## src/common/sdi12_cmd_regs.svh

```systemverilog
// Constants shared by the sensor and logger command ends
// Function
// RULE1 - Verify reply: address, ttt, n, CRLF
// RULE2 - Verify data content is sensor defined
// RULE3 - Query reply gives current address
// RULE4 - Master queries only with one sensor
// RULE5 - Addresses on one terminal are distinct
// RULE6 - Change address adopts and echoes new address
// RULE7 - One sensor attached while changing address
// RULE8 - Measure reply: address, ttt, n 0..9
// RULE9 - Measure completion sends service request
// RULE10 - Master waits request or timeout first
// RULE11 - Data requests start at index zero
// RULE12 - Data reply: address, signed values, CRLF; the code sends only one sign char per value
// RULE13 - Master scan longer than measure time
// RULE14 - Concurrent reply: address, ttt, nn, CRLF
// RULE15 - Concurrent completion sends no service request
// RULE16 - Concurrent measurements may overlap across sensors
// RULE17 - Master fetches data next scan after time
// RULE18 - Concurrent scan interval at most ten seconds
// RULE19 - Time-count reply sent before measuring
// RULE20 - Commands address-first, bang-terminated; replies CRLF
// RULE21 - Break abandons ordinary measurement
// RULE22 - New addressed command aborts concurrent measurement
// RULE23 - Time and count as padded decimals
// RULE24 - Ignore foreign address except query
`ifndef SDI12_CMD_REGS_SVH
`define SDI12_CMD_REGS_SVH
`define CH_BANG 8'h21
`define CH_QUERY 8'h3F
`define CH_CR 8'h0D
`define CH_LF 8'h0A
`define CH_ZERO 8'h30
`define CH_PLUS 8'h2B
`define CH_MINUS 8'h2D
`define CH_V 8'h56
`define CH_A 8'h41
`define CH_M 8'h4D
`define CH_C 8'h43
`define CH_D 8'h44
`define DEF_ADDR 8'h30
`define CLK_HZ 100000000
`define SEC_NS 1000000000
`define CLK_NS 10
`define SEC_CYCLES (`SEC_NS / `CLK_NS)
`define LINE_MAX 16
`endif

```

## src/common/sdi12_cmd_pkg.sv

```systemverilog
// Types used by the sensor command end only
package sdi12_cmd_pkg;
  typedef enum logic [1:0] {MEAS_IDLE, MEAS_ORD, MEAS_CONC, MEAS_DONE} meas_t;
  typedef enum logic [1:0] {RX_IDLE, RX_BODY, RX_EXEC, RX_SEND} rx_t;
endpackage : sdi12_cmd_pkg

```

## src/common/sdi12_link_if.sv

```systemverilog
// Character link between logger and sensor, one byte per valid-ready beat
`timescale 1ns/100ps
interface sdi12_link_if;
  logic [7:0] cmd_data;
  logic cmd_valid;
  logic cmd_ready;
  logic [7:0] rsp_data;
  logic rsp_valid;
  logic rsp_ready;
  logic brk;
  modport sensor (input cmd_data, input cmd_valid, output cmd_ready,
                  output rsp_data, output rsp_valid, input rsp_ready, input brk);
  modport logger (output cmd_data, output cmd_valid, input cmd_ready,
                  input rsp_data, input rsp_valid, output rsp_ready, output brk);
endinterface : sdi12_link_if

```

## src/hdl/sdi12_fifo.sv

```systemverilog
// Parameterised valid-ready FIFO for reply characters
`timescale 1ns/100ps
module sdi12_fifo #(
  parameter int WIDTH = 8,
  parameter int DEPTH = 16
) (
  input wire logic sys_clk,
  input wire logic rst,
  input wire logic [WIDTH-1:0] in_data,
  input wire logic in_valid,
  output logic in_ready,
  output logic [WIDTH-1:0] out_data,
  output logic out_valid,
  input wire logic out_ready
);
  localparam int AW = $clog2(DEPTH);
  initial begin
    if (DEPTH < 2 || (1 << AW) != DEPTH) $error("DEPTH must be a power of two");
  end
  logic [WIDTH-1:0] mem_q [DEPTH];
  logic [AW:0] wp_q;
  logic [AW:0] rp_q;
  wire full = (wp_q[AW] != rp_q[AW]) && (wp_q[AW-1:0] == rp_q[AW-1:0]);
  wire empty = (wp_q == rp_q);
  wire push = in_valid && !full;
  wire pop = out_ready && !empty;
  assign in_ready = !full;
  assign out_valid = !empty;
  assign out_data = mem_q[rp_q[AW-1:0]];
  always_ff @(posedge sys_clk or posedge rst) begin
    if (rst) begin
      wp_q <= '0;
      rp_q <= '0;
    end else begin
      if (push) wp_q <= wp_q + 1'b1;
      if (pop) rp_q <= rp_q + 1'b1;
    end
  end
  always_ff @(posedge sys_clk) begin
    if (push) mem_q[wp_q[AW-1:0]] <= in_data;
  end
endmodule : sdi12_fifo

```

## src/hdl/sdi12_sensor_end.sv

```systemverilog
// Sensor end: parses commands, runs measurements, queues replies
`timescale 1ns/100ps
`include "sdi12_cmd_regs.svh"
module sdi12_sensor_end #(
  parameter int SEC_CYCLES = `SEC_CYCLES,
  parameter int NVAL = 2,
  parameter int MEAS_SEC = 3,
  parameter int FIFO_DEPTH = 16
) (
  input wire logic sys_clk,
  input wire logic rst,
  sdi12_link_if.sensor link,
  input wire logic [NVAL*16-1:0] sample_in,
  output logic [7:0] addr_out,
  output logic busy_out
);
  initial begin
    if (NVAL < 1 || NVAL > 9) $error("NVAL must be 1..9");
    if (MEAS_SEC < 0 || MEAS_SEC > 999) $error("MEAS_SEC must be 0..999");
    if (SEC_CYCLES < 1) $error("SEC_CYCLES must be positive");
  end
  localparam logic [7:0] T2 = 8'(`CH_ZERO + MEAS_SEC / 100);
  localparam logic [7:0] T1 = 8'(`CH_ZERO + (MEAS_SEC / 10) % 10);
  localparam logic [7:0] T0 = 8'(`CH_ZERO + MEAS_SEC % 10);
  localparam logic [7:0] NCH = 8'(`CH_ZERO + NVAL);

  sdi12_cmd_pkg::rx_t st_q;
  sdi12_cmd_pkg::meas_t meas_q;
  logic [7:0] addr_q;
  logic [7:0] buf_q [`LINE_MAX];
  logic [4:0] len_q;
  logic [7:0] line_q [`LINE_MAX];
  logic [4:0] olen_q;
  logic [4:0] optr_q;
  logic [31:0] tick_q;
  logic [9:0] sec_q;
  logic srq_q;
  logic [NVAL*16-1:0] val_q;

  logic [7:0] f_data;
  logic f_valid;
  logic f_ready;
  sdi12_fifo #(.WIDTH(8), .DEPTH(FIFO_DEPTH)) u_fifo (
    .sys_clk(sys_clk), .rst(rst), .in_data(f_data), .in_valid(f_valid),
    .in_ready(f_ready), .out_data(link.rsp_data), .out_valid(link.rsp_valid),
    .out_ready(link.rsp_ready));

  // Decode of the completed command line
  wire rx_take = (st_q == sdi12_cmd_pkg::RX_IDLE || st_q == sdi12_cmd_pkg::RX_BODY) && link.cmd_valid;
  wire is_query = (buf_q[0] == `CH_QUERY) && (len_q == 5'd1);
  wire mine = (buf_q[0] == addr_q); // see RULE24
  wire c_ack = len_q == 5'd1;
  wire c_ver = len_q == 5'd2 && buf_q[1] == `CH_V;
  wire c_chg = len_q == 5'd3 && buf_q[1] == `CH_A;
  wire c_meas = len_q == 5'd2 && buf_q[1] == `CH_M;
  wire c_conc = len_q == 5'd2 && buf_q[1] == `CH_C;
  wire c_data = len_q == 5'd3 && buf_q[1] == `CH_D && buf_q[2] == `CH_ZERO; // see RULE11
  wire meas_run = meas_q == sdi12_cmd_pkg::MEAS_ORD || meas_q == sdi12_cmd_pkg::MEAS_CONC;
  wire sec_end = tick_q == 32'(SEC_CYCLES - 1);
  wire exec_ok = st_q == sdi12_cmd_pkg::RX_EXEC && (mine || is_query);
  wire send_idle = st_q == sdi12_cmd_pkg::RX_IDLE && olen_q == 5'd0;

  // Receiver stays open while a concurrent measurement runs, see RULE16
  assign link.cmd_ready = st_q == sdi12_cmd_pkg::RX_IDLE || st_q == sdi12_cmd_pkg::RX_BODY;
  assign f_valid = optr_q < olen_q;
  assign f_data = line_q[optr_q[3:0]];

  // Command receive: address first, bang ends the line
  always_ff @(posedge sys_clk or posedge rst) begin
    if (rst) begin
      st_q <= sdi12_cmd_pkg::RX_IDLE;
      len_q <= '0;
    end else if (link.brk) begin
      st_q <= sdi12_cmd_pkg::RX_IDLE;
      len_q <= '0;
    end else if (rx_take) begin
      if (link.cmd_data == `CH_BANG) begin // see RULE20
        st_q <= sdi12_cmd_pkg::RX_EXEC;
      end else if (len_q < 5'(`LINE_MAX)) begin
        buf_q[len_q[3:0]] <= link.cmd_data;
        len_q <= len_q + 5'd1;
        st_q <= sdi12_cmd_pkg::RX_BODY;
      end
    end else if (st_q == sdi12_cmd_pkg::RX_EXEC) begin
      st_q <= sdi12_cmd_pkg::RX_SEND;
    end else if (st_q == sdi12_cmd_pkg::RX_SEND && olen_q == 5'd0) begin
      st_q <= sdi12_cmd_pkg::RX_IDLE;
      len_q <= '0;
    end
  end

  // Reply assembly and FIFO feed
  always_ff @(posedge sys_clk or posedge rst) begin
    if (rst) begin
      olen_q <= '0;
      optr_q <= '0;
    end else if (olen_q != 5'd0) begin
      if (f_ready && f_valid) optr_q <= optr_q + 5'd1;
      if (optr_q == olen_q) begin
        olen_q <= '0;
        optr_q <= '0;
      end
    end else if (exec_ok) begin
      optr_q <= '0;
      if (is_query) begin
        line_q[0] <= addr_q; // see RULE3
        line_q[1] <= `CH_CR;
        line_q[2] <= `CH_LF;
        olen_q <= 5'd3;
      end else if (c_chg) begin
        line_q[0] <= buf_q[2]; // see RULE6
        line_q[1] <= `CH_CR;
        line_q[2] <= `CH_LF;
        olen_q <= 5'd3;
      end else if (c_ver || c_meas || c_conc) begin
        // Reply is queued in the same cycle the timer is loaded, see RULE19
        line_q[0] <= addr_q;
        line_q[1] <= T2; // see RULE23
        line_q[2] <= T1;
        line_q[3] <= T0;
        if (c_conc) begin
          line_q[4] <= `CH_ZERO; // see RULE14
          line_q[5] <= NCH;
          line_q[6] <= `CH_CR;
          line_q[7] <= `CH_LF;
          olen_q <= 5'd8;
        end else begin
          // Verify results carry no values of ours, see RULE2
          line_q[4] <= c_ver ? `CH_ZERO : NCH; // see RULE1
          line_q[5] <= `CH_CR; // see RULE8
          line_q[6] <= `CH_LF;
          olen_q <= 5'd7;
        end
      end else if (c_data) begin
        line_q[0] <= addr_q; // see RULE12
        for (int i = 0; i < NVAL; i++) begin
          line_q[1+i] <= val_q[i*16+15] ? `CH_MINUS : `CH_PLUS;
        end
        line_q[NVAL+1] <= `CH_CR;
        line_q[NVAL+2] <= `CH_LF;
        olen_q <= 5'(NVAL + 3);
      end else begin
        line_q[0] <= addr_q;
        line_q[1] <= `CH_CR;
        line_q[2] <= `CH_LF;
        olen_q <= 5'd3;
      end
    end else if (srq_q && send_idle) begin
      line_q[0] <= addr_q; // see RULE9
      line_q[1] <= `CH_CR;
      line_q[2] <= `CH_LF;
      olen_q <= 5'd3;
      optr_q <= '0;
    end
  end

  // Address, measurement timer, service request
  always_ff @(posedge sys_clk or posedge rst) begin
    if (rst) begin
      addr_q <= `DEF_ADDR;
      meas_q <= sdi12_cmd_pkg::MEAS_IDLE;
      tick_q <= '0;
      sec_q <= '0;
      srq_q <= 1'b0;
      val_q <= '0;
      addr_out <= `DEF_ADDR;
      busy_out <= 1'b0;
    end else begin
      addr_out <= addr_q;
      busy_out <= meas_run;
      if (link.brk && meas_q == sdi12_cmd_pkg::MEAS_ORD) begin
        meas_q <= sdi12_cmd_pkg::MEAS_IDLE; // see RULE21
      end else if (exec_ok && !is_query) begin
        if (c_chg) addr_q <= buf_q[2]; // see RULE6
        if (c_meas || c_conc || c_ver) begin
          meas_q <= c_conc ? sdi12_cmd_pkg::MEAS_CONC : sdi12_cmd_pkg::MEAS_ORD;
          tick_q <= '0;
          sec_q <= 10'(MEAS_SEC);
        end else if (meas_q == sdi12_cmd_pkg::MEAS_CONC) begin
          meas_q <= sdi12_cmd_pkg::MEAS_IDLE; // see RULE22
        end
      end else if (meas_run) begin
        tick_q <= sec_end ? '0 : tick_q + 32'd1;
        if (sec_q == 10'd0) begin
          val_q <= sample_in;
          srq_q <= meas_q == sdi12_cmd_pkg::MEAS_ORD; // see RULE15
          meas_q <= sdi12_cmd_pkg::MEAS_DONE;
        end else if (sec_end) begin
          sec_q <= sec_q - 10'd1;
        end
      end
      if (srq_q && send_idle && !exec_ok) srq_q <= 1'b0;
    end
  end
endmodule : sdi12_sensor_end

```

## src/flat_wrapper.sv

```systemverilog
// flat-port wrapper written by rule: the top's interface ports become plain ports
module sdi12_sensor_end_flat 
#(
  parameter int SEC_CYCLES = `SEC_CYCLES,
  parameter int NVAL = 2,
  parameter int MEAS_SEC = 3,
  parameter int FIFO_DEPTH = 16
)
  (sys_clk, rst, sample_in, addr_out, busy_out, link_cmd_data, link_cmd_valid, link_cmd_ready, link_rsp_data, link_rsp_valid, link_rsp_ready, link_brk);
  sdi12_link_if link_i ();
  input wire logic sys_clk;
  input wire logic rst;
  input wire logic [NVAL*16-1:0] sample_in;
  output logic [7:0] addr_out;
  output logic busy_out;
  input wire logic [$bits(link_i.cmd_data)-1:0] link_cmd_data;
  input wire logic [$bits(link_i.cmd_valid)-1:0] link_cmd_valid;
  output wire logic [$bits(link_i.cmd_ready)-1:0] link_cmd_ready;
  output wire logic [$bits(link_i.rsp_data)-1:0] link_rsp_data;
  output wire logic [$bits(link_i.rsp_valid)-1:0] link_rsp_valid;
  input wire logic [$bits(link_i.rsp_ready)-1:0] link_rsp_ready;
  input wire logic [$bits(link_i.brk)-1:0] link_brk;
  assign link_i.cmd_data = link_cmd_data;
  assign link_i.cmd_valid = link_cmd_valid;
  assign link_cmd_ready = link_i.cmd_ready;
  assign link_rsp_data = link_i.rsp_data;
  assign link_rsp_valid = link_i.rsp_valid;
  assign link_i.rsp_ready = link_rsp_ready;
  assign link_i.brk = link_brk;
  sdi12_sensor_end #(.SEC_CYCLES(SEC_CYCLES), .NVAL(NVAL), .MEAS_SEC(MEAS_SEC), .FIFO_DEPTH(FIFO_DEPTH)) u_core (.sys_clk(sys_clk), .rst(rst), .link(link_i), .sample_in(sample_in), .addr_out(addr_out), .busy_out(busy_out));
endmodule
```

## config.mk

```make
export PLATFORM = sky130hd
export DESIGN_NAME = sdi12_sensor_end_flat
export DESIGN_NICKNAME = d
export VERILOG_FILES = /design/src/common/sdi12_cmd_pkg.sv /design/src/common/sdi12_link_if.sv /design/src/hdl/sdi12_fifo.sv /design/src/hdl/sdi12_sensor_end.sv /design/src/flat_wrapper.sv
export VERILOG_INCLUDE_DIRS = /design/src /design/src/common
export SDC_FILE = /design/constraint.sdc
export NUM_CORES = 1
export LEC_CHECK = 0
export CORE_ASPECT_RATIO = 0.8
export CORE_MARGIN = 5
export CORE_UTILIZATION = 60
export CTS_BUF_LIST = sky130_fd_sc_hd__clkbuf_8
export DETAILED_ROUTE_END_ITERATION = 16
export DONT_BUFFER_PORTS = 1
export PLACE_DENSITY = 0.76
export SLEW_MARGIN = 15
export SYNTH_ARGS = -nofsm -noshare
export SYNTH_HDL_FRONTEND = slang
export SYNTH_SLANG_ARGS = --single-unit
```

## constraint.sdc

```tcl
create_clock -name sys_clk -period 3.9 [get_ports sys_clk]
set_input_delay 0.39 -clock sys_clk [delete_from_list [all_inputs] [get_ports sys_clk]]
set_output_delay 0.39 -clock sys_clk [all_outputs]
set_load 0.02 [all_outputs]
```

==> results.toml <==
[status]
outcome = "complete, no violations"

[worst_hold_path]
hold_path_class = "in -> reg"
hold_endpoint = "u_core.st_q[0]"
worst_hold_path.num_cells = 2
hold_path.startpoint = "link_cmd_valid"

[critical_path]
timing.setup.critical_path_class = "reg -> out"
critical_path.reg2reg.startpoint = "u_core.len_q[0]"
cp_slowest_stage_delay_ns = 0.80
cp_common_cell = "mux4_2"
worst_setup_path_end_kind = "output pin"
crit_required_ns = 3.51
critPathLaunchType = "flip-flop"
crit_slowest_cell = "dfrtp_2"
destination_of_the_worst_register_to_register_timing_path = "u_core.tick_q[24]"
flop2flop_setup_slack_ns = 0.83
crit_path_max_fanout = 19
path_cells = "buf_12 > mux4_2 > mux4_2"
worst_ep_arrival_time_ns = 2.76
worst-r2r-cell-count = 8

[timing]
finClkSkew_ns = 0.0154
final-hold-violation-count = 0
fin_setup_tns_ns = 0
post-route-min-period_ns = 3.15
setup_viol = 0
final.period_utilization_pct = 80.7
drv_slew = 0
max_slew_margin_pct = 36.7
rsz0062_at_grt = "false"
tightest_slew_ns = 0.949
clock.fmax_mhz = 318

[logic_synthesis]
async_reset_ff_share_pct = 34.0
ys_ff_latch = 265
ys.flop_type = "edfxtp_1"
synth_cells = 913
netlist_area_um2 = 12300
synth-seq-area-share_pct = 61.3
post_synth_num_cell_types = 65
mappedNetlistNets = 976
postSynthAreaPerCell_um2 = 13.4
synth_enable_flop_cells = 175
yosys_warnings = 0

[clock_network]
htree_levels = 2
worstSkewPairLatency_ns = 0.53
numCtsBuffers = 42
ctsRootBufferMaster = "clkbuf_8"
cts-root-to-sink-buffers = 3
cts_tree = "built"
path_clk_slew_ns = 0.06
clock_sinks = 265

[layout]
fin_area_um2 = 13600
regArea_um2 = 7510
finalNetCount = 1017
layout.cells.most_common_list = "edfxtp_1, dfrtp_1, nor2_1"
multiInputGateArea_um2 = 4460
final_layout_size_suffix_gt1_share_pct = 17.4
flow.area_growth_from_synthesis_pct = 10.8
fin_util_pct = 68.0
layoutNonFillerInstCount = 1251
layout.cells.most_common = "edfxtp_1"
num-fill-cells = 1341

[routing]
dr_total_vias = 7975
final_wl_um = 26900
route.antenna.remaining_nets = 0
post_drt_via_cell_ratio = 6.37
drt_pre_antenna_iters = 6
detailedRoute.firstIterationViolations = 1028
remaining_drc_errors = 0
wl_per_cell_um = 21.5

[grt]
grt_start_max_net_pins = 73
met2_usage_pct = 36.0
use_met1_pct = 35.5
grt_first_pass_wirelength_um = 43000
grt_antenna_before_repair = 0
grt.total_usage_pct = 23.6
grt_remaining_overflow = 0
via_count_of_the_first_global_routing_pass = 7821
gr-max-usage-layer = "met2"
met3_usage_pct = 4.79

[placed_design]
dp_hpwl_um = 17900
io_buffer_count = 0
cells_after_dpl = 1161
place_congestion = 0.872
placed_cell_areas_um2 = 12600

[floorplanning]
floorplan.die_area_um2 = 23400
die_width_um = 170
initial_utilization_pct = 61.3
die_h_um = 138
site_rows = 46
core_area_um2 = 20000
boundaryPins = 64

[power]
leakage_nw = 4.87
cellPowerDensity_nw_per_um2 = 620
vdd.ir_drop.worst_mv = 0.447
power_mw = 8.41

[flow_run]
cap_viol_max_count = 0
-- where the power goes --
part,total [mW],switching (mW),leakage (nW),internal (mW)
Combinational,2.24,1.34,1.68,0.905
Clock,2.26,1.06,0.460,1.20
Sequential,3.91,0.291,2.73,3.62
Total,8.41,2.69,4.87,5.73
-- worst max-delay path by stage --
stage	to	start	slack [ns]	cells past startpoint
detailed placement	u_core.tick_q[24]	u_core.len_q[0]	0.85	8
CTS	link_rsp_data[3]	u_core.u_fifo.rp_q[0]	0.71	3
floorplan	u_core.u_fifo.mem_q[0][0]	u_core.optr_q[2]	0.85	7
global placement	u_core.u_fifo.mem_q[7][5]	u_core.optr_q[2]	0.96	7
global route	u_core.tick_q[24]	u_core.len_q[0]	0.58	8
finish	link_rsp_data[3]	u_core.u_fifo.rp_q[0]	0.75	3
-- critical path, delay by kind of cell (launching register included) --
kind                   cells  cell delay, ns
buffers and inverters      1            0.27
flip-flops                 1            0.80
multiplexers               2            1.14
-- sequential cells by signal, indices dropped and copies added, names as in the netlist, 8 cells and up --
signal,count
u_core.buf_q,24
u_core.sec_q,10
u_core.addr_out,8
u_core.u_fifo.mem_q,128
u_core.tick_q,32
u_core.addr_q,8
u_core.line_q,23
-- metal layers --
metal  routed length, µm  vias to the layer above
met4                 432                        0
li1                    -                     3610
met3                2020                       38
met5                   0                        -
met1               12100                     3999
met2               12400                      328
-- cells in the mapped netlist (3+ instances only) --
master / instances / share of area (%)
a2111oi_0: 10 / 0.71
a211oi_1: 4 / 0.25
a21oi_1: 31 / 1.3
a32o_1: 3 / 0.25
and2_1: 11 / 0.56
and3_1: 10 / 0.51
buf_1: 6 / 0.18
buf_2: 5 / 0.20
buf_4: 4 / 0.25
clkbuf_1: 30 / 0.92
dfrtp_1: 86 / 18
dfstp_2: 4 / 0.86
edfxtp_1: 175 / 43
ha_1: 18 / 1.8
inv_1: 28 / 0.86
mux2_2: 23 / 2.1
mux2i_1: 19 / 1.6
mux4_2: 42 / 7.7
nand2_1: 54 / 1.7
nand2b_1: 7 / 0.36
nand3_1: 30 / 1.2
nand3b_1: 6 / 0.37
nand4_1: 23 / 1.2
nor2_1: 62 / 1.9
nor2b_1: 3 / 0.15
nor3_1: 25 / 1.0
nor4_1: 13 / 0.66
nor4b_1: 5 / 0.36
o21ai_0: 47 / 1.9
o22ai_1: 4 / 0.20
o31ai_1: 15 / 0.92
or2_2: 4 / 0.20
or3_1: 17 / 0.87
or4_1: 14 / 0.86
xnor2_1: 16 / 1.1
xor2_1: 19 / 1.4
-- cells by family (layout without fill, tap and decap cells) --
family / Yosys count / after routing / synth area share (%)
AO/OA/AOI/OAI: 133 / 133 / 6.86
XOR/XNOR: 35 / 35 / 2.50
adder cells (fa/ha/maj): 18 / 18 / 1.84
buffers and inverters: 74 / 147 / 2.44
flip-flops: 265 / 265 / 61.3
multiplexers: 84 / 84 / 11.4
other: 0 / 1 / 0
AND/OR/NAND/NOR: 304 / 304 / 13.7
-- through the flow --
step | hold slack (ns) | worst slack [ns]
CTS | 0.0572 | 0.706
floorplan | 0.371 | 0.851
global route | 0.0703 | 0.582
finish | 0.0783 | 0.753
detailed placement | 0.302 | 0.852
global placement | 0.290 | 0.963
-- what timing repair did --
action | in CTS | in global routing
setup buffers | 0 | 0
resized for setup | 0 | 0
endpoints found under the hold margin | 42 | 0
hold buffers | 13 | 0
-- layout make-up --
class                           count  area share, %
Clock inverter                     31           1.35
Sequential cell                   265           55.3
Inverter                           29          0.829
Clock buffer                       45           4.56
Multi-Input combinational cell    574           32.8
Tap cell                          264           2.43
Timing Repair Buffer               42           2.65
Antenna cell                        1         0.0184
Power figures use the tool's default switching activity.
